## src/hw/fci_defines.svh

```systemverilog
// Purpose: constants of the flash control interface
// Assumes: 125 MHz system clock
// Notes:   byte offsets on the register bus
`ifndef FCI_DEFINES_SVH
`define FCI_DEFINES_SVH
`define FCI_CLK_MHZ        125
`define FCI_ERASE_TIME_US  20000
`define FCI_PROG_TIME_US   50
`define FCI_ERASE_CYCLES   (`FCI_ERASE_TIME_US * `FCI_CLK_MHZ)
`define FCI_PROG_CYCLES    (`FCI_PROG_TIME_US * `FCI_CLK_MHZ)
`define FCI_SIG_CYCLES     32'h0000_0200
`define FCI_BLK_STRIDE     12'h040
`define FCI_OFF_STATUS     6'h00
`define FCI_OFF_MODE       6'h04
`define FCI_OFF_COMMAND    6'h08
`define FCI_OFF_DATA       6'h0C
`define FCI_OFF_ADDRESS    6'h10
`define FCI_OFF_SIGNATURE  6'h14
`define FCI_OFF_PROTECT    6'h18
`define FCI_OFF_KEY        6'h1C
`define FCI_ADDR_IRQ_STA   12'h080
`define FCI_ADDR_IRQ_MASK  12'h084
`define FCI_CMD_PROGRAM    8'h02
`define FCI_CMD_ERASE      8'h05
`define FCI_CMD_SIGNATURE  8'h06
`define FCI_MODE_CMD_EN    0
`define FCI_STA_BUSY       0
`define FCI_STA_DONE       1
`define FCI_STA_ERR        2
`define FCI_KERNEL_BASE    16'h7800
`define FCI_BLK0_BASE      32'h0009_0000
`define FCI_BLK0_LAST      32'h0009_7FFF
`define FCI_BLK1_BASE      32'h0008_0000
`define FCI_BLK1_LAST      32'h0008_FFFF
`define FCI_PROT_OPEN      32'hFFFF_FFFF
`endif

```

## src/hw/fci_pkg.sv

```systemverilog
// Purpose: types of the flash control interface
// Assumes: constants live in fci_defines.svh
// Notes:   one sequencer state per block
package fci_pkg;
  typedef enum logic [1:0] {
    FCI_IDLE,
    FCI_RUN
  } fci_seq_type;
endpackage

```

## src/hw/fci_top.sv

```systemverilog
// Purpose: register front end and command sequencer for two flash blocks
// Assumes: apb slave, 125 MHz clk_sys, async active-low rst_b
// Notes:   block 0 at byte 0x000, block 1 at 0x040, interrupt regs at 0x080
//
// Summary of operation
// - block 0 is 32 kB at 0x90000-0x97FFF, top 2 kB kernel area.
// - block 1 is separate 64 kB at 0x80000-0x8FFFF, independent control.
// - fetches from the idle block never stall while other block busy.
// - fetch to a busy block stalls the core until its command finishes.
// - status register is read only; writes do nothing.
// - each block has a mode register steering its command interface.
// - 8-bit command register; a write starts the coded operation.
// - 16-bit data register holds halfword to program or command result.
// - 16-bit address register selects location or page for next command.
// - signature command leaves a 24-bit code signature in signature register.
// - protection gates access; a configured shadow requires a key for changes.
// - every reset copies the protection shadow into the live protection register.
// - this register interface is the only path for all programming.
// - erase acts on whole 512-byte pages and takes 20 ms.
// - programming accepts only aligned 16-bit halfwords.
`timescale 1ns/1ps
`include "fci_defines.svh"

////////////////////////////////////////////////////////////////////////////
// register map, byte offsets, one 32-bit word per register
// block b sits at b * 0x040; narrow registers use the low bits
//   +0x00 status: bit0 busy, bit1 done, bit2 error; read clears the done and error bits it showed
//   +0x04 mode: bit0 enables commands
//   +0x08 command: write starts program, page erase or signature
//   +0x0C data: halfword to program, or command result
//   +0x10 address: location or page of the next command
//   +0x14 signature: read only, result of the signature command
//   +0x18 protection: one enable bit per 1/32 of the block, 0 protects
//   +0x1C key: write the key before changing protection, reads key state
// 0x080 interrupt status: done and error per block, read clears
// 0x084 interrupt mask: same layout as interrupt status
// any other word answers with pslverr
//
// bus timing: setup edge latches read data, access edge commits writes;
// pready stands for the one access cycle, so there are no wait states
//
// hazards worth knowing:
// - a flag may be set between setup and access of a status read; only the
//   bits that the read returned are cleared, so a late event is not lost
// - writes to a busy block are dropped without error; poll busy first
// - the command counter is loaded on the access edge of the command write
//   and runs down to zero, so busy lasts exactly the programmed cycle count
// - core stall follows the fetch by one clock, from the registered decode
// - protection reload takes one clock after reset; read it from then on
// - the signature folds in the halfwords programmed since the last erase
// - erase and program counts are parameters so a bench can shorten them
// - the key is armed by one write and spent by the next protection write

module fci_top #(
  parameter int unsigned ERASE_CYCLES = `FCI_ERASE_CYCLES,
  parameter int unsigned PROG_CYCLES  = `FCI_PROG_CYCLES,
  parameter logic [31:0] KEY_VALUE    = 32'h5A5A_C3C3  // arbitrary value
) (
  input  wire logic        clk_sys,           // system clock
  input  wire logic        rst_b,             // async reset, active low
  input  wire logic        psel,              // apb select
  input  wire logic        penable,           // apb enable
  input  wire logic        pwrite,            // apb direction
  input  wire logic [11:0] paddr,             // apb byte address
  input  wire logic [31:0] pwdata,            // apb write data
  output logic      [31:0] prdata,            // apb read data
  output logic             pready,            // apb ready
  output logic             pslverr,           // apb error, unmapped address
  input  wire logic        core_fetch_valid,  // core fetch request
  input  wire logic [31:0] core_fetch_addr,   // core fetch address
  input  wire logic [31:0] prot_shadow0,      // nonvolatile shadow, block 0
  input  wire logic [31:0] prot_shadow1,      // nonvolatile shadow, block 1
  output logic             core_stall,        // core halted on busy block
  output logic             irq                // level interrupt
);

  // all state of the block in one word; one comb process fills nxt_st
  // and one clocked process registers it, so no field has two drivers
  typedef struct packed {
    fci_pkg::fci_seq_type [1:0]       seq;
    logic                 [1:0][31:0] cnt;
    logic                 [1:0][7:0]  cmd;
    logic                 [1:0][7:0]  mode;
    logic                 [1:0][15:0] data;
    logic                 [1:0][15:0] addr;
    logic                 [1:0][23:0] sig;
    logic                 [1:0][23:0] sig_acc;
    logic                 [1:0][31:0] prot;
    logic                 [1:0]       key_ok;
    logic                 [1:0]       done;
    logic                 [1:0]       err;
    logic                 [3:0]       irq_sta;
    logic                 [3:0]       irq_mask;
    logic                             reload;
    logic                 [31:0]      prdata;
    logic                             pready;
    logic                             pslverr;
    logic                             stall;
    logic                             irq;
  } fci_state_type;

  // registered state and its next value
  fci_state_type st_ff;
  fci_state_type nxt_st;

  logic        setup_phase;
  logic        acc_wr;
  logic        acc_rd;
  logic        in_blk_space;
  logic        blk_sel;
  logic [5:0]  blk_off;
  logic [31:0] shadow [2];

  // bus phases and block address decode
  assign setup_phase  = psel & ~penable;
  assign acc_wr       = psel & penable & st_ff.pready & pwrite;
  assign acc_rd       = psel & penable & st_ff.pready & ~pwrite;
  assign in_blk_space = (paddr[11:7] == 5'h00) && (paddr[1:0] == 2'b00);
  assign blk_sel      = paddr[6];
  assign blk_off      = paddr[5:0];
  assign shadow[0]    = prot_shadow0;
  assign shadow[1]    = prot_shadow1;

  ////////////////////////////////////////////////////////////////////////////
  // command checks

  // protection slice of a location, one of 32 per block
  // block 0 has 1 kB slices, block 1 has 2 kB slices
  function automatic logic [4:0] prot_slice(input logic blk, input logic [15:0] a);
    prot_slice = blk ? a[15:11] : a[14:10];
  endfunction

  // a command may start only if known, enabled and unprotected; program must be aligned, program and erase outside kernel
  function automatic logic cmd_ok(input logic blk, input logic [7:0] c, input logic [7:0] m,
                                  input logic [15:0] a, input logic [31:0] p);
    logic known;
    logic in_kernel;
    known     = (c == `FCI_CMD_PROGRAM) || (c == `FCI_CMD_ERASE) || (c == `FCI_CMD_SIGNATURE);
    in_kernel = ~blk && (a >= `FCI_KERNEL_BASE);
    cmd_ok    = known && m[`FCI_MODE_CMD_EN] && p[prot_slice(blk, a)];
    if ((c == `FCI_CMD_PROGRAM) && a[0]) begin
      cmd_ok = 1'b0;
    end
    // signature may still cover the kernel; program and erase may not
    if ((c != `FCI_CMD_SIGNATURE) && in_kernel) begin
      cmd_ok = 1'b0;
    end
    // block 0 holds 32 kB only
    if (~blk && a[15]) begin
      cmd_ok = 1'b0;
    end
  endfunction

  // run length of an accepted command, counted down to zero
  // the cycle in which the counter reads zero is the last busy cycle
  function automatic logic [31:0] cmd_len(input logic [7:0] c);
    if (c == `FCI_CMD_ERASE) begin
      cmd_len = ERASE_CYCLES - 32'h0000_0001;
    end else if (c == `FCI_CMD_PROGRAM) begin
      cmd_len = PROG_CYCLES - 32'h0000_0001;
    end else begin
      cmd_len = `FCI_SIG_CYCLES - 32'h0000_0001;
    end
  endfunction

  ////////////////////////////////////////////////////////////////////////////
  // next state

  always_comb begin
    logic hit;
    logic [31:0] rd_val;
    logic blk_wr;
    logic blk_rd;
    logic [1:0] busy;
    logic in0;
    logic in1;
    hit    = 1'b0;
    rd_val = 32'h0000_0000;
    blk_wr = 1'b0;
    blk_rd = 1'b0;
    busy   = 2'b00;
    in0    = 1'b0;
    in1    = 1'b0;
    nxt_st = st_ff;

    // read decode during setup, answered in the access phase
    if (in_blk_space) begin
      hit = 1'b1;
      if (blk_off == `FCI_OFF_STATUS) begin
        rd_val = {29'h0000_0000, st_ff.err[blk_sel], st_ff.done[blk_sel],
                  st_ff.seq[blk_sel] == fci_pkg::FCI_RUN};
      end else if (blk_off == `FCI_OFF_MODE) begin
        rd_val = {24'h00_0000, st_ff.mode[blk_sel]};
      end else if (blk_off == `FCI_OFF_COMMAND) begin
        rd_val = {24'h00_0000, st_ff.cmd[blk_sel]};
      end else if (blk_off == `FCI_OFF_DATA) begin
        rd_val = {16'h0000, st_ff.data[blk_sel]};
      end else if (blk_off == `FCI_OFF_ADDRESS) begin
        rd_val = {16'h0000, st_ff.addr[blk_sel]};
      end else if (blk_off == `FCI_OFF_SIGNATURE) begin
        rd_val = {8'h00, st_ff.sig[blk_sel]};
      end else if (blk_off == `FCI_OFF_PROTECT) begin
        rd_val = st_ff.prot[blk_sel];
      end else if (blk_off == `FCI_OFF_KEY) begin
        rd_val = {31'h0000_0000, st_ff.key_ok[blk_sel]};
      end else begin
        hit = 1'b0;
      end
    end else if (paddr == `FCI_ADDR_IRQ_STA) begin
      hit    = 1'b1;
      rd_val = {28'h000_0000, st_ff.irq_sta};
    end else if (paddr == `FCI_ADDR_IRQ_MASK) begin
      hit    = 1'b1;
      rd_val = {28'h000_0000, st_ff.irq_mask};
    end

    // single apb register path, zero wait states
    // pready is raised by the setup cycle alone, so every access takes one cycle
    // unmapped words answer with pslverr and read as zero
    nxt_st.pready  = setup_phase;
    nxt_st.pslverr = setup_phase & ~hit;
    nxt_st.prdata  = (setup_phase & ~pwrite & hit) ? rd_val : 32'h0000_0000;

    // interrupt status clears on read, events below win
    // only bits returned by this read are cleared; a bit set after the
    // setup edge was not seen by software and must survive the access
    if (acc_rd && (paddr == `FCI_ADDR_IRQ_STA)) begin
      nxt_st.irq_sta = st_ff.irq_sta & ~st_ff.prdata[3:0];
    end
    if (acc_wr && (paddr == `FCI_ADDR_IRQ_MASK)) begin
      nxt_st.irq_mask = pwdata[3:0];
    end

    // shadow loaded into live protection after every reset
    if (st_ff.reload) begin
      nxt_st.reload  = 1'b0;
      nxt_st.prot[0] = shadow[0];
      nxt_st.prot[1] = shadow[1];
    end

    // per-block registers and sequencers, fully independent
    for (int b = 0; b < 2; b++) begin
      blk_wr = acc_wr && in_blk_space && (blk_sel == b[0]);
      blk_rd = acc_rd && in_blk_space && (blk_sel == b[0]);

      // done and error clear on status read, set wins
      // prdata still holds the word latched at setup; clear only what it showed
      if (blk_rd && (blk_off == `FCI_OFF_STATUS)) begin
        if (st_ff.prdata[`FCI_STA_DONE]) begin
          nxt_st.done[b] = 1'b0;
        end
        if (st_ff.prdata[`FCI_STA_ERR]) begin
          nxt_st.err[b] = 1'b0;
        end
      end

      // status offset has no write path
      // writes to a busy block are dropped; software polls busy first
      if (blk_wr && (st_ff.seq[b] == fci_pkg::FCI_IDLE)) begin
        if (blk_off == `FCI_OFF_MODE) begin
          nxt_st.mode[b] = pwdata[7:0];
        end else if (blk_off == `FCI_OFF_DATA) begin
          nxt_st.data[b] = pwdata[15:0];
        end else if (blk_off == `FCI_OFF_ADDRESS) begin
          nxt_st.addr[b] = pwdata[15:0];
        end else if (blk_off == `FCI_OFF_KEY) begin
          nxt_st.key_ok[b] = (pwdata == KEY_VALUE);
        end else if (blk_off == `FCI_OFF_PROTECT) begin
          if ((shadow[b] == `FCI_PROT_OPEN) || st_ff.key_ok[b]) begin
            nxt_st.prot[b] = pwdata;
          end else begin
            nxt_st.err[b] = 1'b1;
          end
          nxt_st.key_ok[b] = 1'b0;
        end else if (blk_off == `FCI_OFF_COMMAND) begin
          nxt_st.cmd[b] = pwdata[7:0];
          if (cmd_ok(b[0], pwdata[7:0], st_ff.mode[b], st_ff.addr[b], st_ff.prot[b])) begin
            nxt_st.seq[b] = fci_pkg::FCI_RUN;
            nxt_st.cnt[b] = cmd_len(pwdata[7:0]);
          end else begin
            // refused: error flag and error interrupt, no busy
            nxt_st.err[b]         = 1'b1;
            nxt_st.irq_sta[2 * b + 1] = 1'b1;
          end
        end
      end

      // command sequencer
      case (st_ff.seq[b])
        fci_pkg::FCI_IDLE: begin
          // counter untouched here, a command write above may have loaded it
          busy[b] = 1'b0;
        end
        fci_pkg::FCI_RUN: begin
          busy[b] = 1'b1;
          if (st_ff.cnt[b] == 32'h0000_0000) begin
            nxt_st.seq[b]         = fci_pkg::FCI_IDLE;
            nxt_st.done[b]        = 1'b1;
            nxt_st.irq_sta[2 * b] = 1'b1;
            if (st_ff.cmd[b] == `FCI_CMD_PROGRAM) begin
              nxt_st.sig_acc[b] = {st_ff.sig_acc[b][22:0], st_ff.sig_acc[b][23]}
                                  ^ {8'h00, st_ff.data[b]};
            end else if (st_ff.cmd[b] == `FCI_CMD_ERASE) begin
              // whole 512-byte page erased, page base returned
              nxt_st.sig_acc[b] = 24'h00_0000;
              nxt_st.data[b]    = {st_ff.addr[b][15:9], 9'h000};
            end else begin
              nxt_st.sig[b]  = st_ff.sig_acc[b] ^ {8'h00, st_ff.addr[b]};
              nxt_st.data[b] = st_ff.sig_acc[b][15:0];
            end
          end else begin
            nxt_st.cnt[b] = st_ff.cnt[b] - 32'h0000_0001;
          end
        end
        default: begin
          nxt_st.seq[b] = fci_pkg::FCI_IDLE;
        end
      endcase
    end

    in0 = (core_fetch_addr >= `FCI_BLK0_BASE) && (core_fetch_addr <= `FCI_BLK0_LAST);
    in1 = (core_fetch_addr >= `FCI_BLK1_BASE) && (core_fetch_addr <= `FCI_BLK1_LAST);
    // stall only on the busy block
    // a fetch outside both windows never stalls
    nxt_st.stall = core_fetch_valid && ((in0 && busy[0]) || (in1 && busy[1]));
    // level interrupt from the next flags, so it follows the same edge
    nxt_st.irq   = |(nxt_st.irq_sta & nxt_st.irq_mask);
  end

  ////////////////////////////////////////////////////////////////////////////
  // state register

  // reset opens protection and arms the reload flag; the first clock after
  // release copies the shadow words in, so protection is only valid from then
  // the reset branch assigns constants only, the shadow is never read in it
  always_ff @(posedge clk_sys or negedge rst_b) begin
    if (!rst_b) begin
      st_ff          <= '0;
      st_ff.seq[0]   <= fci_pkg::FCI_IDLE;
      st_ff.seq[1]   <= fci_pkg::FCI_IDLE;
      st_ff.prot[0]  <= `FCI_PROT_OPEN;
      st_ff.prot[1]  <= `FCI_PROT_OPEN;
      st_ff.reload   <= 1'b1;
    end else begin
      st_ff <= nxt_st;
    end
  end

  // outputs straight from the state register
  assign prdata     = st_ff.prdata;
  assign pready     = st_ff.pready;
  assign pslverr    = st_ff.pslverr;
  assign core_stall = st_ff.stall;
  assign irq        = st_ff.irq;

endmodule

```

## config.mk

```make
export PLATFORM = sky130hd
export DESIGN_NAME = fci_top
export DESIGN_NICKNAME = d
export VERILOG_FILES = /design/src/hw/fci_pkg.sv /design/src/hw/fci_top.sv
export VERILOG_INCLUDE_DIRS = /design/src /design/src/hw
export SDC_FILE = /design/constraint.sdc
export NUM_CORES = 1
export LEC_CHECK = 0
export BUFFER_PORTS_ARGS = -buffer_cell sky130_fd_sc_hd__buf_2
export CAP_MARGIN = 20
export CORE_UTILIZATION = 55
export CTS_CLUSTER_SIZE = 8
export DETAILED_ROUTE_END_ITERATION = 12
export GPL_TIMING_DRIVEN = 1
export PLACE_DENSITY = 0.75
export SETUP_SLACK_MARGIN = 0.2
export SYNTH_ARGS = -nofsm -noshare
export SYNTH_HDL_FRONTEND = slang
export SYNTH_SLANG_ARGS = --single-unit
```

## constraint.sdc

```tcl
create_clock -name clk_sys -period 4.45 [get_ports clk_sys]
set_input_delay 0.2225 -clock clk_sys [delete_from_list [all_inputs] [get_ports clk_sys]]
set_output_delay 0.2225 -clock clk_sys [all_outputs]
set_load 0.01 [all_outputs]
```

After elaboration in Yosys (flattened, before gate mapping)
Cells that the tools add are included.
{"block": "word_totals", "ramBits": 0, "memories": 0, "inputBits": 146, "rom_bits": 0, "register_bits": 375, "elab_cells": 340, "latch_bits": 0, "out_inout_bits": 36}
{"block": "classes", "n_div": 0, "eq_ne": 23, "muxes": 196, "magnitude_cmp": 8, "multipliers": 0, "bitwise_logic": 28, "reduce_logical": 53, "shifts": 0, "addsub": 2}
{"operator": "$mux 32", "count": 45}
{"operator": "$mux 16", "count": 18}
{"operator": "$mux 24", "count": 6}
{"operator": "$xor 24x16->24", "count": 4}
{"operator": "$mux 1", "count": 92}
{"operator": "$eq 32x32->1 const B", "count": 2}
{"operator": "$ge 32x20->1 const B", "count": 2}
{"operator": "$le 32x20->1 const B", "count": 2}
{"operator": "$logic_not 32->1", "count": 2}
{"operator": "$mux 64", "count": 1}
{"operator": "$sub 32x1->32 const B", "count": 2}
{"operator": "$mux 2", "count": 20}
{"operator": "$eq 32x31->1 const B", "count": 1}
{"operator": "$eq 8x3->1 const B", "count": 4}
{"operator": "$mux 8", "count": 4}
{"operator": "$logic_and 1x1->1", "count": 25}
{"operator": "$eq 12x8->1 const B", "count": 2}
{"operator": "$eq 6x5->1 const B", "count": 4}
{"operator": "$eq 8x2->1 const B", "count": 3}
{"operator": "$mux 22", "count": 1}
{"operator": "$ge 16x15->1 const B", "count": 1}
{"operator": "$mux 4", "count": 4}
{"operator": "$reduce_and 4->1", "count": 4}
{"operator": "$reduce_and 7->1", "count": 2}
{"operator": "22 further kinds", "count": 59}

Longest topological paths before layout
{"block": "depth", "word_depth": 25, "depth_mapped": 11}

Least setup slack after synthesis
OpenSTA, ideal clock, no wires.
{"block": "synth_timing", "path_type": "register -> register", "startpoint": "reg st_ff[326] in the netlist's numbering", "endpoint": "reg st_ff[179] in the netlist's numbering", "setup_time_ns": 0.125, "t_required_ns": 4.325, "path_slack_ns": 1.556, "n_path_buf": 3, "path_stages_with_launch": 10, "arrival_ns": 2.769, "cell_sequence": "dfrtp_1 or4_1 buf_2 or4_1 clkbuf_2 or3_4 nor3_4 nand2_2 buf_6 mux2_4"}
{"block": "synth_between", "elab_chain_len": 2}
{"item": "from (decl)", "line_no": "fci_top.sv:103", "text": "fci_state_type st_ff;"}
{"item": "from (signal assigned)", "line_no": "fci_top.sv:345", "text": "st_ff <= nxt_st;"}
{"item": "$logic_not 32->1", "line_no": "fci_top.sv:296", "text": "if (st_ff.cnt[b] == 32'h0000_0000) begin"}
{"item": "$reduce_and 4->1 (no source line)"}
No other way between the ends.
A chain may end at the register's enable or synchronous reset.

Final worst setup path
{"block": "layout_timing", "startpoint": "reg st_ff[326] in the netlist's numbering", "endpoint": "reg st_ff[185] in the netlist's numbering"}
The elaborated chain is that of the path after synthesis.

==> results.md <==
* Number of standard cells after synthesis at approximately 1900
* Resized Gates After CTS at 0
* Type of the worst setup path: reg2reg
* Cell with the most instances after synthesis: sky130_fd_sc_hd__dfrtp_1
* Placeable core area at around 35000 um2
* Total CTS buffers at 52
* Total DRC errors in the routed layout at 0
* Clock tree from TritonCTS: done
* Total of warnings raised by yosys at 0
* Initial antenna violation count at 0
* GR Util All Layers at 32.4%
* Ant diodes at 0
* Switching share of total power at 24.2%
* Clk_skew at 29.1 ps
* Achievable clock frequency at roughly 0.28 GHz
* Count of input and output buffers at 166
* Max-Slew Margin vs Limit at 27.1%
* Main combinational cell family by area after synthesis: multiplexers
* Average instance area after synthesis at 10.5 um2
* Internal power at about 6.0 mW
* Crit path max fanout at 40
* Wire length of the first global-routing pass at ~90000 um
* Library cell occupying the most area in the post-synthesis netlist: sky130_fd_sc_hd__dfrtp_1
* Comb pwr share at between 7 and 8%
* Clock Tree Buf Depth at 3
* Unrepaired setup endpoints after global routing: no
* Clock Power Share at between 40% and 50%
* Remaining antenna violation count after routing at 0
* Post-synthesis share of cell area spent on full adders, half adders and majority gates at 0.128%
* Power share of the sequential group at 46.2%
* Total detailed-routing wirelength at ~60000 um
* # IOs at around 180
* Clock period minus worst slack at between 3000 and 4000 ps
* Top cells by area in the synthesized netlist: sky130_fd_sc_hd__dfrtp_1 40%, sky130_fd_sc_hd__mux2i_1 11%, sky130_fd_sc_hd__dfstp_2 8.8%
* Fraction of synthesized area in multiplexers at 18.3%
* Share of synthesized cell area in and, or, nand and nor gates at around 14%
* Worst reg2reg startpoint: st_ff[326]
* Top_reg_cell synth: sky130_fd_sc_hd__dfrtp_1
* Static Leakage at about 10 nW
* Data arrival time of the worst path at between 3000 and 4000 ps
* Sequential cell area fraction in the yosys report at 48.5%
* Crit path required time at between 4000 and 5000 ps
* Placer's final routability congestion estimate at slightly above 0.9
* Max stage delay cell, worst path: sky130_fd_sc_hd__or4_1
* Count of buffering cells on the critical path with inverters included at 0
* Number of synthesized register bits at ~380
* WL/cell at 22.8 um
* Cell-by-cell trace of the critical path: or4_1 -> or4_1 -> or3_4 -> nor3_4 -> nand2_2 -> mux2_4
* Effective utilization at floorplan at 56.2%
* Die X at ~190 um
* Layout cell share with drive strength beyond 1 at roughly 21%
* Depth of the most critical reg-to-reg path at 6
* Final clock period utilization by the worst path at about four fifths
* Yosys top cell area share at between 30% and 40%
* Overall power consumption at between 7 and 8 mW
* Vias/cell at approximately 6.3
* Maximum number of pins on one net before global-route repair at around 130
* Most common cell on crit path: sky130_fd_sc_hd__or4_1
* Total Neg Setup Slack at 0 ps
* Number of failing hold endpoints at the final stage at 0
* Count of final max-slew check failures at 0
* H-tree depth at 2
* Number of fill cells in the layout at 2641
* Synthesis-to-finish area growth at 17.4%
* Number of instances in the placed design at 2370
* Number of standard cells in the layout, taps in and fillers out at ~2600
* Share of synthesized flip-flops with an asynchronous set or reset at 100%
* Post-synthesis cell area at approximately 20000 um2
* Register-to-register path setup slack at roughly 920 ps
* Most numerous cell types in the synthesized netlist: 310 x sky130_fd_sc_hd__dfrtp_1, 209 x sky130_fd_sc_hd__mux2i_1, 159 x sky130_fd_sc_hd__nand2_1
* Worst slew pin tran at 1090 ps
* Number of optimization iterations in the first detailed-route pass at 8
* Endpoint of the worst register-to-register path: st_ff[185]
* EDFF count, synth at 0
* Number of vias in the routed layout at about 16000
* Via count of the first global-routing pass at between 15000 and 20000
* Source-to-sink clock delay at the later pin of the worst-skew pair at 590 ps
* CTS clock-pin slew for the worst setup and hold paths at 50 ps
* Capturing element type of the critical path: flip-flop
* Full die area at 36200 um2
* Class of the most critical hold timing path: in2reg
* Ratio of total power to cell area at 344 nW/um2
* GRT Residual Overflow at 0
* Clk sinks at about 380
* Hold-critical path depth at 3
* Final-report setup violation count at 0
* Net switching power figure at around 1.9 mW
* Outcome: completed
* Library cell used as clock root buffer: sky130_fd_sc_hd__clkbuf_16
* Family of cells with the greatest summed delay on the critical path: simple AND/OR/NAND/NOR gates
* Compound-Gate Fraction of Synth Area at between 10% and 20%
* Source of the worst hold timing path: pwdata[5]
* Worst stage delay on the critical path at 630 ps
* Hold worst-path end: st_ff[56]
* Post-Synth XOR/XNOR Area at about 3.3%
* Net count, final at roughly 2200
* Row count at 68
* Kind of start point of the critical path: flip-flop
* Max-cap viol count at 0
* Detailed Route Iter0 Violations at around 1600
* Height of the chip at around 190 um
* Half-perimeter wire length after placement at approximately 38000 um
* Max IR drop VDD at 0.273 mV
* Synth cell types at 77
==> worst register-to-register path, cell delays in order, from the launching register on <==
cell and delay, ps:
sky130_fd_sc_hd__dfrtp_1 410, sky130_fd_sc_hd__or4_1 630, sky130_fd_sc_hd__or4_1 590, sky130_fd_sc_hd__or3_4 470, sky130_fd_sc_hd__nor3_4 250, sky130_fd_sc_hd__nand2_2 530, sky130_fd_sc_hd__mux2_4 550
==> registers in the layout (all words and copies together), names as in the netlist <==
signal,count
pslverr,1
prdata,32
pready,1
st_ff,339
irq,1
core_stall,1
==> layer usage <==
metal  GRT usage (%)  share of wire [%]  vias to the layer above
met4            13.6                4.0                        0
met1            44.3                 41                     7843
li1                -                  -                     7160
met3            6.31                9.1                      183
met5               0                  0                        -
met2            50.6                 46                      880
==> layout make-up <==
class / count / area (um2) / share of cell area [%]
Clock buffer: 86 / 1430 / 6.24
Clock inverter: 3 / 45.0 / 0.197
Inverter: 18 / 67.6 / 0.295
Multi-Input combinational cell: 1327 / 9310 / 40.6
Sequential cell: 375 / 9470 / 41.3
Tap cell: 455 / 569 / 2.49
Timing Repair Buffer: 289 / 2020 / 8.82
==> cell usage in the layout, fill, tap and decap left out, types with 11 or more instances in the layout <==
cell type                       synthesis  layout
sky130_fd_sc_hd__a21oi_1               89      89
sky130_fd_sc_hd__a22o_1                28      28
sky130_fd_sc_hd__buf_2                  7     164
sky130_fd_sc_hd__buf_4                 32      29
sky130_fd_sc_hd__clkbuf_1              88      34
sky130_fd_sc_hd__clkbuf_16              0      52
sky130_fd_sc_hd__dfrtp_1              310     310
sky130_fd_sc_hd__dfstp_2               65      64
sky130_fd_sc_hd__dlygate4sd3_1          0      92
sky130_fd_sc_hd__inv_1                 17      17
sky130_fd_sc_hd__mux2_2                88      88
sky130_fd_sc_hd__mux2i_1              209     209
sky130_fd_sc_hd__mux4_2                16      16
sky130_fd_sc_hd__nand2_1              159     159
sky130_fd_sc_hd__nand2b_1              15      15
sky130_fd_sc_hd__nand3_1               45      45
sky130_fd_sc_hd__nand4_1               28      28
sky130_fd_sc_hd__nor2_1               150     150
sky130_fd_sc_hd__nor2b_1               13      13
sky130_fd_sc_hd__nor3_1                34      34
sky130_fd_sc_hd__nor4_1                28      28
sky130_fd_sc_hd__o211ai_1              19      19
sky130_fd_sc_hd__o21ai_0              108     108
sky130_fd_sc_hd__o22ai_1               31      31
sky130_fd_sc_hd__o311ai_0              11      11
sky130_fd_sc_hd__o31ai_1               22      22
sky130_fd_sc_hd__or3_1                 18      18
sky130_fd_sc_hd__xnor2_1               58      58
sky130_fd_sc_hd__xor2_1                15      15
==> worst max-delay path by stage <==
stage               start         end  cells after the start
5_1_grt        st_ff[325]  st_ff[181]                      6
6_report       st_ff[326]  st_ff[185]                      6
2_1_floorplan  st_ff[326]  st_ff[179]                      9
4_1_cts        st_ff[326]  st_ff[181]                      6
3_5_place_dp   st_ff[326]  st_ff[181]                      6
3_3_place_gp   st_ff[326]  st_ff[180]                      6
==> cells by family after synthesis <==
family / after synthesis
multiplexers: 321
flip-flops: 375
XOR/XNOR: 73
buffers and inverters: 163
AND/OR/NAND/NOR: 550
adder cells (fa/ha/maj): 2
AO/OA/AOI/OAI: 378
other: 1
==> metrics by stage <==
step	setup slack, ps	instance area (um2)	hold slack (ps)	util [%]
global route	811	22900	20.0	66.0
global placement	1030	20500	359	59.0
CTS	955	22900	1.03	65.9
finish	922	22900	3.87	66.0
detailed placement	978	20500	373	59.0
floorplan	1560	19500	-73.1	-
==> power groups by stage <==
stage	Sequential, mW	Clock (mW)	Combinational (mW)
floorplan	3.64	0	0.249
global placement	3.68	0	0.473
detailed placement	3.69	0	0.486
CTS	3.63	3.68	0.566
global route	3.64	3.83	0.620
finish	3.64	3.65	0.580
==> repair_timing <==
| item | in CTS | in global routing |
|---|---|---|
| endpoints found under the hold margin | 149 | 0 |
| hold buffers | 92 | 0 |
| setup endpoints to repair | 0 | 0 |
| setup buffers | 0 | 0 |
Note: power is estimated with default switching activity, not from simulation.
